[src/logic/cansfi_consts.svh]
// Offsets, field positions, reset values and codes of the CAN status and interrupt registers.
`ifndef CANSFI_CONSTS_SVH
`define CANSFI_CONSTS_SVH

// Register byte offsets.
`define CANSFI_OFS_FILTER_COUNT 12'h000
`define CANSFI_OFS_INT_CODE     12'h004
`define CANSFI_OFS_FIFO_CTRL    12'h008
`define CANSFI_OFS_FIFO_STAT    12'h00c
`define CANSFI_OFS_INT_FLAGS    12'h010
`define CANSFI_OFS_INT_ENABLE   12'h014

// Field positions.
`define CANSFI_POS_HIT        8
`define CANSFI_POS_AREA_SIZE  13
`define CANSFI_POS_WR_PTR     8
`define CANSFI_POS_ERR_STAT   8

// Interrupt flag bit positions.
`define CANSFI_BIT_INVALID  7
`define CANSFI_BIT_WAKE     6
`define CANSFI_BIT_ERROR    5
`define CANSFI_BIT_FIFO     3
`define CANSFI_BIT_OVERFLOW 2
`define CANSFI_BIT_RX_BUF   1
`define CANSFI_BIT_TX_BUF   0
`define CANSFI_FLAG_MASK    8'hef

// Limits and reset values.
`define CANSFI_COMPARE_MAX  5'h11
`define CANSFI_FILTER_MAX   5'h0f
`define CANSFI_SIZE_RSVD    3'h7
`define CANSFI_RST_FLAGS    8'h00
`define CANSFI_RST_ENABLE   8'h00

// Interrupt source codes.
`define CANSFI_CODE_NONE     7'h40
`define CANSFI_CODE_ERROR    7'h41
`define CANSFI_CODE_WAKE     7'h42
`define CANSFI_CODE_OVERFLOW 7'h43
`define CANSFI_CODE_FIFO     7'h44

`endif

[src/logic/cansfi_pkg.sv]
// Types shared by the CAN status and interrupt register block.
package cansfi_pkg;

   // Error state levels reported by the protocol engine.
   typedef struct packed {
      logic tx_bus_off;
      logic tx_error_passive;
      logic rx_error_passive;
      logic tx_error_warning;
      logic rx_error_warning;
   } cansfi_err_s;

   // One-cycle event pulses from the receive and transmit logic.
   typedef struct packed {
      logic       invalid_message;
      logic       bus_activity;
      logic       fifo_almost_full;
      logic       rx_overflow;
      logic       rx_buffer_done;
      logic       tx_buffer_done;
      logic [3:0] buffer_number;
      logic [4:0] matched_filter_number;
   } cansfi_evt_s;

   // APB slave handshake states.
   typedef enum logic [0:0] {
      CANSFI_IDLE = 1'b0,
      CANSFI_DONE = 1'b1
   } cansfi_bus_e;

endpackage

[src/logic/cansfi_regs.sv]
// CAN status, FIFO and interrupt register block with an APB slave port.
`timescale 1ns/1ps
`include "cansfi_consts.svh"

module cansfi_regs #(
   parameter int ADDR_W = 12
) (
   input  wire logic                 i_core_clk,
   input  wire logic                 i_rst_n,
   input  wire logic                 psel,
   input  wire logic                 penable,
   input  wire logic                 pwrite,
   input  wire logic [ADDR_W-1:0]    paddr,
   input  wire logic [31:0]          pwdata,
   input  wire logic [3:0]           pstrb,
   output logic                      pready,
   output logic [31:0]               prdata,
   output logic                      pslverr,
   input  wire logic [4:0]           i_data_bit_compare_count,
   input  wire cansfi_pkg::cansfi_err_s i_err,
   input  wire cansfi_pkg::cansfi_evt_s i_evt,
   input  wire logic                 i_disable_mode,
   input  wire logic [5:0]           i_fifo_write_pointer,
   input  wire logic [5:0]           i_fifo_next_read_pointer,
   output logic [2:0]                o_buffer_area_size,
   output logic [4:0]                o_fifo_first_buffer,
   output logic [4:0]                o_data_bit_compare_count,
   output logic                      o_irq
);

   // ***************************************************************
   // Reset release
   // ***************************************************************

   logic rst_meta_n;
   logic rst_n;

   // The reset is released through two flops so all state leaves reset on one edge.
   always_ff @(posedge i_core_clk or negedge i_rst_n) begin
      if (!i_rst_n) begin
         rst_meta_n <= 1'b0;
         rst_n      <= 1'b0;
      end else begin
         rst_meta_n <= 1'b1;
         rst_n      <= rst_meta_n;
      end
   end

   // ***************************************************************
   // Helpers
   // ***************************************************************

   // Picks the byte lanes of a write that are strobed.
   function automatic logic [15:0] lane_merge(input logic [15:0] old_v,
                                              input logic [31:0] wd,
                                              input logic [3:0]  st);
      logic [15:0] r;
      r = old_v;
      if (st[0]) begin
         r[7:0] = wd[7:0];
      end
      if (st[1]) begin
         r[15:8] = wd[15:8];
      end
      return r;
   endfunction

   // Error flag cause: any status bit that was clear and is now set.
   function automatic logic rises(input logic [5:0] now_v,
                                  input logic [5:0] old_v);
      return |(now_v & ~old_v);
   endfunction

   // ***************************************************************
   // State
   // ***************************************************************

   logic [7:0] flags;
   logic [7:0] next_flags;
   logic [7:0] enable;
   logic [7:0] next_enable;
   logic [5:0] err_stat;
   logic [5:0] next_err_stat;
   logic [3:0] last_buf;
   logic [3:0] next_last_buf;
   logic [4:0] hit;
   logic [4:0] next_hit;
   logic [2:0] area_size;
   logic [2:0] next_area_size;
   logic [4:0] first_buf;
   logic [4:0] next_first_buf;
   logic [4:0] cmp_count;
   logic [4:0] next_cmp_count;
   logic [5:0] wr_ptr;
   logic [5:0] next_wr_ptr;
   logic [5:0] rd_ptr;
   logic [5:0] next_rd_ptr;
   logic [6:0] code;
   logic [6:0] next_code;
   logic       irq;
   logic       next_irq;

   cansfi_pkg::cansfi_bus_e bus_st;
   cansfi_pkg::cansfi_bus_e next_bus_st;
   logic        next_pready;
   logic [31:0] next_prdata;
   logic        next_pslverr;

   logic        access;
   logic        commit_wr;
   logic        hit_map;
   logic [15:0] wr_word;
   logic [15:0] rd_word;
   logic [7:0]  pending;
   logic [5:0]  err_now;

   // ***************************************************************
   // Bus decode
   // ***************************************************************

   // A write takes effect only at the edge where pready is seen high.
   assign access    = psel && penable;
   assign commit_wr = access && pready && pwrite && hit_map;

   // Register read mux; unimplemented bits are zero here and nowhere stored.
   always_comb begin
      hit_map = 1'b1;
      rd_word = 16'h0000;
      case (paddr)
         `CANSFI_OFS_FILTER_COUNT: begin
            rd_word = {11'h000, cmp_count};
         end
         `CANSFI_OFS_INT_CODE: begin
            rd_word = {3'h0, hit, 1'b0, code};
         end
         `CANSFI_OFS_FIFO_CTRL: begin
            rd_word = {area_size, 8'h00, first_buf};
         end
         `CANSFI_OFS_FIFO_STAT: begin
            rd_word = {2'h0, wr_ptr, 2'h0, rd_ptr};
         end
         `CANSFI_OFS_INT_FLAGS: begin
            rd_word = {2'h0, err_stat, flags};
         end
         `CANSFI_OFS_INT_ENABLE: begin
            rd_word = {8'h00, enable};
         end
         default: begin
            hit_map = 1'b0;
         end
      endcase
   end

   assign wr_word = lane_merge(16'h0000, pwdata, pstrb);

   // ***************************************************************
   // APB handshake
   // ***************************************************************

   // One wait state: read data is built in the first access cycle.
   always_comb begin
      next_bus_st  = bus_st;
      next_pready  = 1'b0;
      next_prdata  = prdata;
      next_pslverr = 1'b0;
      case (bus_st)
         cansfi_pkg::CANSFI_IDLE: begin
            if (access) begin
               next_bus_st  = cansfi_pkg::CANSFI_DONE;
               next_pready  = 1'b1;
               next_pslverr = !hit_map;
               next_prdata  = (pwrite || !hit_map) ? 32'h0000_0000 : {16'h0000, rd_word};
            end
         end
         cansfi_pkg::CANSFI_DONE: begin
            next_bus_st = cansfi_pkg::CANSFI_IDLE;
         end
         default: begin
            next_bus_st = cansfi_pkg::CANSFI_IDLE;
         end
      endcase
   end

   always_ff @(posedge i_core_clk or negedge rst_n) begin
      if (!rst_n) begin
         bus_st  <= cansfi_pkg::CANSFI_IDLE;
         pready  <= 1'b0;
         prdata  <= 32'h0000_0000;
         pslverr <= 1'b0;
      end else begin
         bus_st  <= next_bus_st;
         pready  <= next_pready;
         prdata  <= next_prdata;
         pslverr <= next_pslverr;
      end
   end

   // ***************************************************************
   // Software-written control
   // ***************************************************************

   // A reserved area size code is refused so the buffer map stays defined.
   always_comb begin
      next_area_size = area_size;
      next_first_buf = first_buf;
      next_enable    = enable;
      if (commit_wr && paddr == `CANSFI_OFS_FIFO_CTRL) begin
         if (pstrb[1] && wr_word[15:13] != `CANSFI_SIZE_RSVD) begin
            next_area_size = wr_word[15:13];
         end
         if (pstrb[0]) begin
            next_first_buf = wr_word[4:0];
         end
      end
      if (commit_wr && paddr == `CANSFI_OFS_INT_ENABLE && pstrb[0]) begin
         next_enable = wr_word[7:0] & `CANSFI_FLAG_MASK;
      end
   end

   always_ff @(posedge i_core_clk or negedge rst_n) begin
      if (!rst_n) begin
         area_size <= 3'h0;
         first_buf <= 5'h00;
         enable    <= `CANSFI_RST_ENABLE;
      end else begin
         area_size <= next_area_size;
         first_buf <= next_first_buf;
         enable    <= next_enable;
      end
   end

   // ***************************************************************
   // Status capture
   // ***************************************************************

   assign err_now = {i_err.tx_bus_off,
                     i_err.tx_error_passive,
                     i_err.rx_error_passive,
                     i_err.tx_error_warning,
                     i_err.rx_error_warning,
                     i_err.tx_error_warning | i_err.rx_error_warning};

   // Status follows the engine one cycle late; out-of-range codes are held off.
   always_comb begin
      next_err_stat = err_now;
      next_wr_ptr   = i_fifo_write_pointer;
      next_rd_ptr   = i_fifo_next_read_pointer;
      next_cmp_count = cmp_count;
      if (i_data_bit_compare_count <= `CANSFI_COMPARE_MAX) begin
         next_cmp_count = i_data_bit_compare_count;
      end
      next_hit      = hit;
      next_last_buf = last_buf;
      if (i_evt.rx_buffer_done && i_evt.matched_filter_number <= `CANSFI_FILTER_MAX) begin
         next_hit = i_evt.matched_filter_number;
      end
      if (i_evt.rx_buffer_done || i_evt.tx_buffer_done) begin
         next_last_buf = i_evt.buffer_number;
      end
   end

   always_ff @(posedge i_core_clk or negedge rst_n) begin
      if (!rst_n) begin
         err_stat  <= 6'h00;
         wr_ptr    <= 6'h00;
         rd_ptr    <= 6'h00;
         cmp_count <= 5'h00;
         hit       <= 5'h00;
         last_buf  <= 4'h0;
      end else begin
         err_stat  <= next_err_stat;
         wr_ptr    <= next_wr_ptr;
         rd_ptr    <= next_rd_ptr;
         cmp_count <= next_cmp_count;
         hit       <= next_hit;
         last_buf  <= next_last_buf;
      end
   end

   // ***************************************************************
   // Interrupt flags
   // ***************************************************************

   // Writing zero clears, writing one keeps; a new event in the same cycle wins.
   always_comb begin
      next_flags = flags;
      if (commit_wr && paddr == `CANSFI_OFS_INT_FLAGS && pstrb[0]) begin
         next_flags = flags & wr_word[7:0];
      end
      if (i_evt.invalid_message) begin
         next_flags[`CANSFI_BIT_INVALID] = 1'b1;
      end
      if (i_evt.bus_activity) begin
         next_flags[`CANSFI_BIT_WAKE] = 1'b1;
      end
      if (rises(err_now, err_stat)) begin
         next_flags[`CANSFI_BIT_ERROR] = 1'b1;
      end
      if (i_evt.fifo_almost_full) begin
         next_flags[`CANSFI_BIT_FIFO] = 1'b1;
      end
      if (i_evt.rx_overflow) begin
         next_flags[`CANSFI_BIT_OVERFLOW] = 1'b1;
      end
      if (i_evt.rx_buffer_done) begin
         next_flags[`CANSFI_BIT_RX_BUF] = 1'b1;
      end
      if (i_evt.tx_buffer_done) begin
         next_flags[`CANSFI_BIT_TX_BUF] = 1'b1;
      end
      next_flags = next_flags & `CANSFI_FLAG_MASK;
   end

   // The disable mode input deliberately gates nothing: flags are kept in every mode.
   assign pending = flags & enable;

   // Fixed priority: error, wake, overflow, FIFO, then buffer events.
   always_comb begin
      next_code = `CANSFI_CODE_NONE;
      if (pending[`CANSFI_BIT_ERROR]) begin
         next_code = `CANSFI_CODE_ERROR;
      end else if (pending[`CANSFI_BIT_WAKE]) begin
         next_code = `CANSFI_CODE_WAKE;
      end else if (pending[`CANSFI_BIT_OVERFLOW]) begin
         next_code = `CANSFI_CODE_OVERFLOW;
      end else if (pending[`CANSFI_BIT_FIFO]) begin
         next_code = `CANSFI_CODE_FIFO;
      end else if (pending[`CANSFI_BIT_RX_BUF] || pending[`CANSFI_BIT_TX_BUF]) begin
         next_code = {3'h0, last_buf};
      end
      next_irq = |pending;
   end

   always_ff @(posedge i_core_clk or negedge rst_n) begin
      if (!rst_n) begin
         flags <= `CANSFI_RST_FLAGS;
         code  <= `CANSFI_CODE_NONE;
         irq   <= 1'b0;
      end else begin
         flags <= next_flags;
         code  <= next_code;
         irq   <= next_irq;
      end
   end

   // ***************************************************************
   // Outputs
   // ***************************************************************

   // All outputs come straight from flops.
   assign o_buffer_area_size       = area_size;
   assign o_fifo_first_buffer      = first_buf;
   assign o_data_bit_compare_count = cmp_count;
   assign o_irq                    = irq;

endmodule

[config.mk]
export PLATFORM = sky130hd
export DESIGN_NAME = cansfi_regs
export DESIGN_NICKNAME = d
export VERILOG_FILES = /design/src/logic/cansfi_pkg.sv /design/src/logic/cansfi_regs.sv
export VERILOG_INCLUDE_DIRS = /design/src /design/src/logic
export SDC_FILE = /design/constraint.sdc
export NUM_CORES = 1
export LEC_CHECK = 0
export BUFFER_PORTS_ARGS = -buffer_cell sky130_fd_sc_hd__buf_4
export CORE_MARGIN = 3
export CORE_UTILIZATION = 52
export DETAILED_ROUTE_END_ITERATION = 12
export PLACE_DENSITY = 0.85
export SYNTH_ARGS = -nofsm -noshare
export SYNTH_HDL_FRONTEND = slang
export SYNTH_SLANG_ARGS = --single-unit
[constraint.sdc]
create_clock -name i_core_clk -period 6.29 [get_ports i_core_clk]
set_input_delay 0.3145 -clock i_core_clk [delete_from_list [all_inputs] [get_ports i_core_clk]]
set_output_delay 0.3145 -clock i_core_clk [all_outputs]
set_load 0.01 [all_outputs]
==> impl_metrics.py, run 1 <==
metrics = {
    "run_status": {
        "status": "finished clean",
    },
    "drt": {
        "vias": 2757,
        "drtIter0Drc": 320,
        "drc": 0,
        "firstDrtPassIters": 4,
        "dr_wl_met3_um": 717,
        "route.met2.wl_mm": 4.39,
        "viasPerCell": 5.66,
        "met1Wirelength_mm": 3.42,
        "wire_per_inst_um": 17.9,
        "ant_nets": 0,
        "dr.max_layer_used": "met4",
        "wl_mm": 8.70,
    },
    "cells_and_area": {
        "num_antenna_cells": 0,
        "fin_nets": 496,
        "fin_area_um2": 4450,
        "areaGrowthSynthToFinish_pct": 26.0,
        "drive_gt1_share_pct": 36.3,
    },
    "cts": {
        "htreeDepth": 3,
        "cts_buffers": 9,
        "cts_max_path_buffers": 2,
        "clock_latency_ns": 0.35,
        "post_cts_resized": 0,
        "clock_sinks": 80,
        "tritoncts": "yes",
        "cts.clk_slew.worst_paths_ns": 0.08,
        "cts_root_buf": "clkbuf_8",
    },
    "synthesis": {
        "synth_edf_count": 0,
        "syn_inst": 307,
        "yosys.area.top_type": "dfrtp_1",
        "ys_seq_area_share_pct": 56.7,
        "ys_ff_latch": 80,
        "ys_top_cells_by_area": "dfrtp_1, mux2_2, buf_4, nand2_1, a22o_1",
        "synthesis.area_um2": 3530,
        "async_flop_share_pct": 100,
        "synth_top_area_share_pct": 56.0,
        "synth-main-ff-cell": "dfrtp_1",
        "syn_area_per_cell_um2": 11.5,
        "synth_cell_type_count": 46,
        "yosysWarningCount": 0,
    },
    "setup_path": {
        "cpPeakStageDelay_ns": 0.68,
        "crit_chain": "nand3b_1 > nor3b_1 > and2_1 > a22o_1",
        "cp_max_fo": 20,
        "r2r_start": "bus_st",
        "crit_required_ns": 6.58,
        "startpoint": "bus_st",
        "end_kind": "flop",
        "rr_worst_depth": 4,
        "start_kind": "flop",
        "path_class": "flop to flop",
        "cp_slowest_cell": "nand3b_1",
        "arrival_ns": 2.49,
    },
    "job": {
        "cap_violations": 0,
    },
    "placed_design": {
        "dpl_worst_slack_ns": 4.02,
        "port_buffers": 98,
        "dpl-instance-area_um2": 4250,
        "gp_congestion": 0.811,
        "post-dp-hpwl_mm": 6.39,
    },
    "floorplan": {
        "dieArea_um2": 7820,
        "die_y_um": 88.4,
        "die_w_um": 88.4,
        "ios": 139,
        "start_util_pct": 54.7,
        "fp-row-count": 29,
        "core-area_um2": 6460,
    },
    "power": {
        "leakage_nw": 2.14,
        "ir_worst_vdd_mv": 0.222,
        "total_power_mw": 1.01,
        "powerDensity_nw_per_um2": 227,
    },
    "global_route": {
        "overflow": 0,
        "grt_max_degree": 79,
        "grt_pass1_vias": 2804,
        "antenna_found_initial": 0,
        "grt_pass1_wl_mm": 13.6,
        "grt_usage_pct": 23.3,
    },
    "sta": {
        "setup_ws_ns": 4.08,
        "setup_tns_ns": 0,
        "worst_slew_pin_slew_ns": 0.981,
        "fmax_mhz": 453,
        "finalCritPeriodShare_pct": 35.1,
        "setup_viol_count_final": 0,
        "finClkSkew_ns": 0.00684,
        "rsz0062_at_grt": "false",
        "finalCriticalPeriod_ns": 2.21,
        "slew_viol_final": 0,
        "hold_viol_final": 0,
        "relSlewSlack_pct": 34.6,
    },
    "hold_path": {
        "hold_path_class": "input pin to flop",
        "min_from": "i_fifo_write_pointer[4]",
        "worstHoldPathCells": 1,
    },
}
worst paths after layout:
check / slack, ns / to
min reg2reg: 0.37 / rst_n
min in group asynchronous: 0.29 / rst_n
max: 4.08 / prdata[10]
min: 0.06 / wr_ptr[4]
max reg2reg: 4.08 / prdata[10]
max in group asynchronous: 5.17 / last_buf[3]
through the flow:
stage / hold slack [ns] / util (%) / std cells
final: 0.0649 / 68.9 / 487
after global placement: 0.0965 / 65.8 / 470
after floorplan: 0.0189 / - / 322
after CTS: 0.0542 / 68.9 / 487
after detailed placement: 0.0982 / 65.8 / 470
after global routing: 0.0453 / 68.9 / 487
area by class of cell:
type	count	area, um2
inverters	9	33.8
clock buffers	10	128
well taps	77	96.3
multi-input cells	206	1380
fillers	486	2010
repair buffers	99	746
flip-flops and latches	80	2010
clock inverters	6	60.1
state kept, by name (all words and copies together), names as in the netlist, 3 cells and up:
register and count:
flags 7, o_data_bit_compare_count 5, hit 5, prdata 16, enable 7, err_stat 6, code 5, last_buf 4
wr_ptr 6, rd_ptr 6, o_fifo_first_buffer 5, o_buffer_area_size 3
cell usage after synthesis (2+ instances only):
cell,number
o21ai_0,11
and3_1,3
nand4_1,2
nand2_1,30
nor2_1,17
and4b_1,2
nand2b_1,4
a22o_1,11
buf_2,6
mux2_2,28
nor2b_1,6
a22oi_1,6
a21oi_1,18
conb_1,2
o22ai_1,2
mux2i_1,8
a32oi_1,2
o21a_1,2
clkbuf_1,4
dfrtp_1,79
o21ai_1,2
nor4b_1,2
a31oi_1,2
inv_1,9
nor3b_1,3
buf_4,17
nand3b_1,4
nand3_1,7
power breakdown:
part / switching (mW) / internal, mW
Sequential: 0.0182 / 0.530
Combinational: 0.0453 / 0.0522
Clock: 0.184 / 0.181
worst max-delay path, delay by kind of cell (launching register included):
kind             cells  cell delay (ns)
AO/OA/AOI/OAI        1             0.19
flip-flops           1             0.40
AND/OR/NAND/NOR      3             1.57
placed cells by master (no fill, tap or decap), drive strengths merged, types with 2 or more instances in the layout:
cell type	Yosys	routed
a21oi	18	18
a22o	11	11
a22oi	6	6
a31oi	2	2
a32oi	2	2
and3	3	3
and4b	2	2
buf	23	98
clkbuf	4	10
clkinv	0	3
clkinvlp	0	2
conb	2	17
dfrtp	79	79
inv	9	9
mux2	28	28
mux2i	8	8
nand2	30	30
nand2b	4	4
nand3	7	7
nand3b	4	4
nand4	2	2
nor2	19	19
nor2b	6	6
nor3b	3	3
nor4	2	2
nor4b	2	2
o21a	2	2
o21ai	13	13
o22ai	2	2
cells by family (layout without fill, tap and decap cells):
| kind of cell | count (synthesis) | count (layout) | synth area share, % |
|---|---|---|---|
| buffers and inverters | 36 | 124 | 5.84 |
| AO/OA/AOI/OAI | 62 | 62 | 11.6 |
| AND/OR/NAND/NOR | 90 | 90 | 13.8 |
| flip-flops | 80 | 80 | 56.7 |
| multiplexers | 37 | 37 | 11.8 |
| other | 2 | 17 | 0.213 |
repair_timing:
| item | 4_1_cts | 5_1_grt |
|---|---|---|
| hold endpoints to repair | 2 | 0 |
| setup buffers | 0 | 0 |
| hold buffers | 1 | 0 |
layer usage:
metal / up-vias / track usage, %
li1: 1249 / -
met3: 19 / 5.59
met5: - / 0
met1: 1356 / 30.1
met4: 0 / 8.10
met2: 133 / 38.7
Power figures use the tool's default switching activity.
==> run 2: changes to the inputs <==
--- a/config.mk
+++ b/config.mk
@@ -8,9 +8,9 @@
 export LEC_CHECK = 0
 export BUFFER_PORTS_ARGS = -buffer_cell sky130_fd_sc_hd__buf_4
 export CORE_MARGIN = 3
-export CORE_UTILIZATION = 52
+export CORE_UTILIZATION = 48
 export DETAILED_ROUTE_END_ITERATION = 12
-export PLACE_DENSITY = 0.85
+export PLACE_DENSITY = 0.79
 export SYNTH_ARGS = -nofsm -noshare
 export SYNTH_HDL_FRONTEND = slang
 export SYNTH_SLANG_ARGS = --single-unit
==> constraint.sdc (replaced) <==
create_clock -name i_core_clk -period 2.2 [get_ports i_core_clk]
set_input_delay 0.11 -clock i_core_clk [delete_from_list [all_inputs] [get_ports i_core_clk]]
set_output_delay 0.11 -clock i_core_clk [all_outputs]
set_load 0.01 [all_outputs]
==> run 2 against run 1 <==
Against the previous run:
- worst hold slack worse by 0.056 ns
- first-iteration DRC count is 25% lower
- non-clock buffer count is 39 higher
- sequential share of layout area decreased by 3.9 points
- sequential power increased to 2.8 times the previous value
- setup slack worse by 3.6 ns
- wire length rose by 1.9%
- fmax grew 25%
- combinational power grew to 3.6 times the previous value
==> impl_metrics.py, run 2 (same netlist as run 1, synthesis figures left out) <==
metrics = {
    "cells_and_area": {
        "num_antenna_cells": 0,
        "fillerInstances": 511,
        "multiInputGateArea_um2": 1380,
        "mostFrequentLayoutCells": "buf_4, dfrtp_1, dlygate4sd3_1, nand2_1, mux2_2",
        "final_common_cell": "buf_4",
        "seq_area_um2": 2010,
        "largest_reg_flops": 16,
        "drive_gt1_share_pct": 34.3,
        "largestRegisters": "prdata x16, enable x7, flags x7",
        "areaGrowthSynthToFinish_pct": 37.9,
        "fin_nets": 535,
        "top_register": "prdata",
    },
    "setup_path": {
        "cp_slowest_cell": "nor2_2",
        "start_kind": "flop",
        "critPathTopFamily": "simple AND/OR/NAND/NOR gates",
        "crit_chain": "and4_1 > nand4_1 > nor2_2 > mux2_2",
        "path_class": "flop to flop",
        "end_kind": "flop",
        "cpPeakStageDelay_ns": 0.44,
        "arrival_ns": 2.01,
        "crit_required_ns": 2.44,
        "cp_max_fo": 5,
        "cp_num_buf_inv": 0,
    },
    "run_status": {
        "status": "finished clean",
    },
    "cts": {
        "cts_buffers": 9,
        "htreeDepth": 3,
        "clock_sinks": 80,
        "tritoncts": "yes",
        "clock_latency_ns": 0.36,
        "cts_max_path_buffers": 2,
        "post_cts_buffers": 0,
        "cts_root_buf": "clkbuf_8",
        "cts.clk_slew.worst_paths_ns": 0.08,
    },
    "floorplan": {
        "fp-row-count": 30,
        "die_w_um": 91.8,
        "start_util_pct": 50.6,
        "ios": 139,
        "die_y_um": 91.8,
        "dieArea_um2": 8420,
        "core-area_um2": 6980,
    },
    "drt": {
        "ant_nets": 0,
        "viasPerCell": 5.27,
        "drc": 0,
        "wl_mm": 8.87,
        "wire_per_inst_um": 16.3,
        "firstDrtPassIters": 4,
        "drtIter0Drc": 239,
        "vias": 2873,
    },
    "power": {
        "leakage_nw": 2.32,
        "total_power_mw": 2.98,
        "powerDensity_nw_per_um2": 613,
        "ir_worst_vdd_mv": 0.459,
    },
    "sta": {
        "hold_viol_final": 0,
        "rsz0062_at_grt": "false",
        "setup_tns_ns": 0,
        "finalCriticalPeriod_ns": 1.77,
        "setup_viol_count_final": 0,
        "finalCritPeriodShare_pct": 80.3,
        "finClkSkew_ns": 0.00949,
        "slew_viol_final": 0,
        "fmax_mhz": 566,
    },
    "job": {
        "cap_violations": 0,
    },
    "hold_path": {
        "hold_path_class": "input pin to flop",
    },
    "global_route": {
        "grt_usage_pct": 21.9,
        "overflow": 0,
        "grt_pass1_wl_mm": 14.3,
        "antenna_found_initial": 0,
        "grt_pass1_vias": 2928,
        "grt_max_degree": 48,
    },
    "placed_design": {
        "gp_congestion": 0.857,
        "port_buffers": 98,
        "post-dp-hpwl_mm": 6.22,
    },
}
## run 2: path summary, 6_finish.rpt
path	start	to	slack, ns	depth (start not counted)
min	pwdata[7]	enable[7]	0.009	2
max in group asynchronous	rst_n	code[6]	1.29	1
min reg2reg	rst_n	hit[1]	0.27	0
max	bus_st	o_fifo_first_buffer[1]	0.43	4
min in group asynchronous	i_rst_n	rst_n	0.07	2
max reg2reg	bus_st	o_fifo_first_buffer[1]	0.43	4
## run 2: repair_timing
action                                 4_1_cts  5_1_grt
endpoints found under the hold margin       36        0
hold buffers                                34        0
setup endpoints to repair                    0        0
resized for setup                            0        0
## run 2: worst reg2reg max path, cell delays in order (launching register included)
cell and delay, ns:
dfrtp_1 0.36, and4_1 0.20, nand4_1 0.26, nor2_2 0.44, mux2_2 0.39
## run 2: area by class of cell
class	instances	area share, %
inverter	9	0.693
clock buffer	12	2.98
sequential	80	41.2
multi-input combinational	206	28.3
timing repair buffer	138	23.3
tap	96	2.47
clock inverter	4	1.10
## run 2: stage by stage
stage | hold WS (ns) | instances | area (um2) | setup WS, ns | util (%)
floorplan | -0.186 | 322 | 3590 | 0.684 | -
global placement | -0.106 | 495 | 4330 | 0.391 | 62.1
detailed placement | -0.106 | 495 | 4330 | 0.355 | 62.1
CTS | 0.00157 | 545 | 4870 | 0.416 | 69.8
global route | 0.0105 | 545 | 4870 | 0.337 | 69.8
finish | 0.00853 | 545 | 4870 | 0.434 | 69.8
## run 2: where the power goes
group	internal, mW	total [mW]	switching [mW]
registers	1.52	1.55	0.0369
logic	0.195	0.352	0.157
clock network	0.558	1.08	0.522
total	2.27	2.98	0.715
## run 2: layer usage
layer / share of wire (%) / up-vias / GRT usage [%]
li1: - / 1329 / -
met1: 42 / 1401 / 28.2
met2: 48 / 128 / 35.9
met3: 7.9 / 15 / 5.33
met4: 2.0 / 0 / 8.04
met5: 0 / - / 0
==> run 3: changes to the inputs <==
==> constraint.sdc (replaced) <==
create_clock -name i_core_clk -period 1.7 [get_ports i_core_clk]
set_input_delay 0.085 -clock i_core_clk [delete_from_list [all_inputs] [get_ports i_core_clk]]
set_output_delay 0.085 -clock i_core_clk [all_outputs]
set_load 0.01 [all_outputs]
==> run 3 against run 2 <==
Against the previous run:
- clock power is 44% higher
- fmax is 9.1% higher
- total power is 35% higher
- register-to-register slack worse by 0.35 ns
- wire length is 2.6% higher
- non-clock buffer count is 13 higher
- count of clock-buffer cells in the layout is 1 higher
- largest power group unchanged
- critical endpoint is now enable[1]
- cell count is 2.4% higher
- worst hold slack better by 0.0069 ns
- sequential power is 29% higher
- die area stayed put
- clock skew is 0.00056 ns lower
==> impl_metrics.py, run 3 (same netlist as run 1, synthesis figures left out) <==
metrics = {
    "setup_path": {
        "end_kind": "flop",
        "cp_max_fo": 7,
        "crit_required_ns": 1.93,
        "path_class": "flop to flop",
        "arrival_ns": 1.85,
        "start_kind": "flop",
    },
    "power": {
        "ir_worst_vdd_mv": 0.496,
        "leakage_nw": 2.40,
        "switching_share_pct": 22.3,
        "pwr-share-seq_pct": 49.5,
        "powerDensity_nw_per_um2": 805,
        "cellInternalPower_mw": 3.14,
        "switching_power_mw": 0.901,
        "clkPwrFrac_pct": 38.4,
        "power.share.combinational_pct": 12.2,
    },
    "cells_and_area": {
        "drive_gt1_share_pct": 34.2,
        "mostFrequentLayoutCells": "buf_4, dfrtp_1, dlygate4sd3_1, nand2_1, mux2_2",
        "multiInputGateArea_um2": 1380,
        "largestRegisters": "prdata x16, enable x7, flags x7",
        "largest_reg_flops": 16,
        "fillerInstances": 499,
        "num_antenna_cells": 0,
        "areaGrowthSynthToFinish_pct": 42.0,
        "stdcell_count": 558,
        "top_register": "prdata",
        "final_common_cell": "buf_4",
        "seq_area_um2": 2010,
        "fin_nets": 548,
    },
    "placed_design": {
        "gp_congestion": 0.855,
        "port_buffers": 98,
        "dpl_worst_slack_ns": 0.00979,
        "dp_cells": 499,
        "post-dp-hpwl_mm": 6.31,
    },
    "global_route": {
        "antenna_found_initial": 0,
        "grt_pass1_vias": 3010,
        "grt_usage_pct": 22.3,
        "grt_max_degree": 48,
        "overflow": 0,
        "grt_pass1_wl_mm": 14.7,
    },
    "cts": {
        "clock_sinks": 80,
        "cts_max_path_buffers": 2,
        "cts.clk_slew.worst_paths_ns": 0.07,
        "post_cts_buffers": 0,
        "post_cts_resized": 0,
        "htreeDepth": 3,
        "tritoncts": "yes",
        "cts_buffers": 9,
        "clock_latency_ns": 0.34,
        "ctsHoldBuffers": 43,
        "cts_root_buf": "clkbuf_8",
    },
    "run_status": {
        "status": "finished clean",
    },
    "floorplan": {
        "start_util_pct": 50.6,
        "dieArea_um2": 8420,
        "core-area_um2": 6980,
        "ios": 139,
        "die_w_um": 91.8,
        "fp-row-count": 30,
        "die_y_um": 91.8,
    },
    "sta": {
        "worst_slew_pin_slew_ns": 0.789,
        "finalCritPeriodShare_pct": 95.3,
        "relSlewSlack_pct": 47.3,
        "finClkSkew_ns": 0.00893,
        "setup_tns_ns": 0,
        "slew_viol_final": 0,
        "fmax_mhz": 618,
        "fin_hold_ws_ns": 0.0154,
        "hold_viol_final": 0,
        "setup_ws_ns": 0.0806,
        "finalCriticalPeriod_ns": 1.62,
        "rsz0062_at_grt": "false",
        "setup_viol_count_final": 0,
    },
    "drt": {
        "firstDrtPassIters": 6,
        "ant_nets": 0,
        "drc": 0,
        "viasPerCell": 5.26,
        "drtIter0Drc": 245,
        "wl_mm": 9.10,
        "vias": 2934,
        "wire_per_inst_um": 16.3,
    },
    "hold_path": {
        "hold_path_class": "input pin to flop",
    },
    "job": {
        "cap_violations": 0,
    },
}
run 3: area by class of cell:
class / instances / share of cell area (%)
repair buffers: 151 / 25.0
flip-flops and latches: 80 / 40.0
well taps: 96 / 2.39
clock buffers: 13 / 3.17
clock inverters: 3 / 1.30
multi-input cells: 206 / 27.5
inverters: 9 / 0.673
run 3: path summary, 6_finish.rpt:
check	start	to	slack [ns]	depth (start not counted)
setup reg to reg	bus_st	enable[1]	0.08	5
hold reg to reg	rst_n	rd_ptr[4]	0.30	1
min in group asynchronous	i_rst_n	rst_n	0.04	2
max in group asynchronous	rst_n	prdata[4]	1.05	1
setup / recovery	bus_st	enable[1]	0.08	5
hold / removal	i_evt[9]	flags[0]	0.02	3
run 3: critical path, stage by stage, from the launching register on:
cell,delay (ns)
dfrtp_1,0.36
and4_1,0.22
nand4_1,0.11
buf_4,0.19
nor2_4,0.25
mux2_2,0.37
run 3: per-layer routing:
layer | track usage (%) | part of all wire (%) | vias to the layer above
met5 | 0 | 0 | -
met4 | 9.41 | 2.4 | 0
met3 | 4.68 | 6.4 | 22
met2 | 37.2 | 48 | 131
met1 | 28.3 | 44 | 1421
li1 | - | - | 1360
run 3: power by group through the flow:
| stage | logic (mW) | registers (mW) | clock network [mW] |
|---|---|---|---|
| 2_1_floorplan | 0.192 | 2.05 | 0 |
| 3_3_place_gp | 0.398 | 2.03 | 0 |
| 3_5_place_dp | 0.405 | 2.03 | 0 |
| 4_1_cts | 0.485 | 2.00 | 1.58 |
| 5_1_grt | 0.533 | 2.00 | 1.66 |
| 6_report | 0.491 | 2.00 | 1.55 |
run 3: through the flow:
stage	util [%]	instance area, um2	total power, mW
2_1_floorplan	-	3590	2.24
3_3_place_gp	62.5	4360	2.43
3_5_place_dp	62.5	4360	2.44
4_1_cts	71.9	5020	4.06
5_1_grt	71.9	5020	4.19
6_report	71.9	5020	4.04
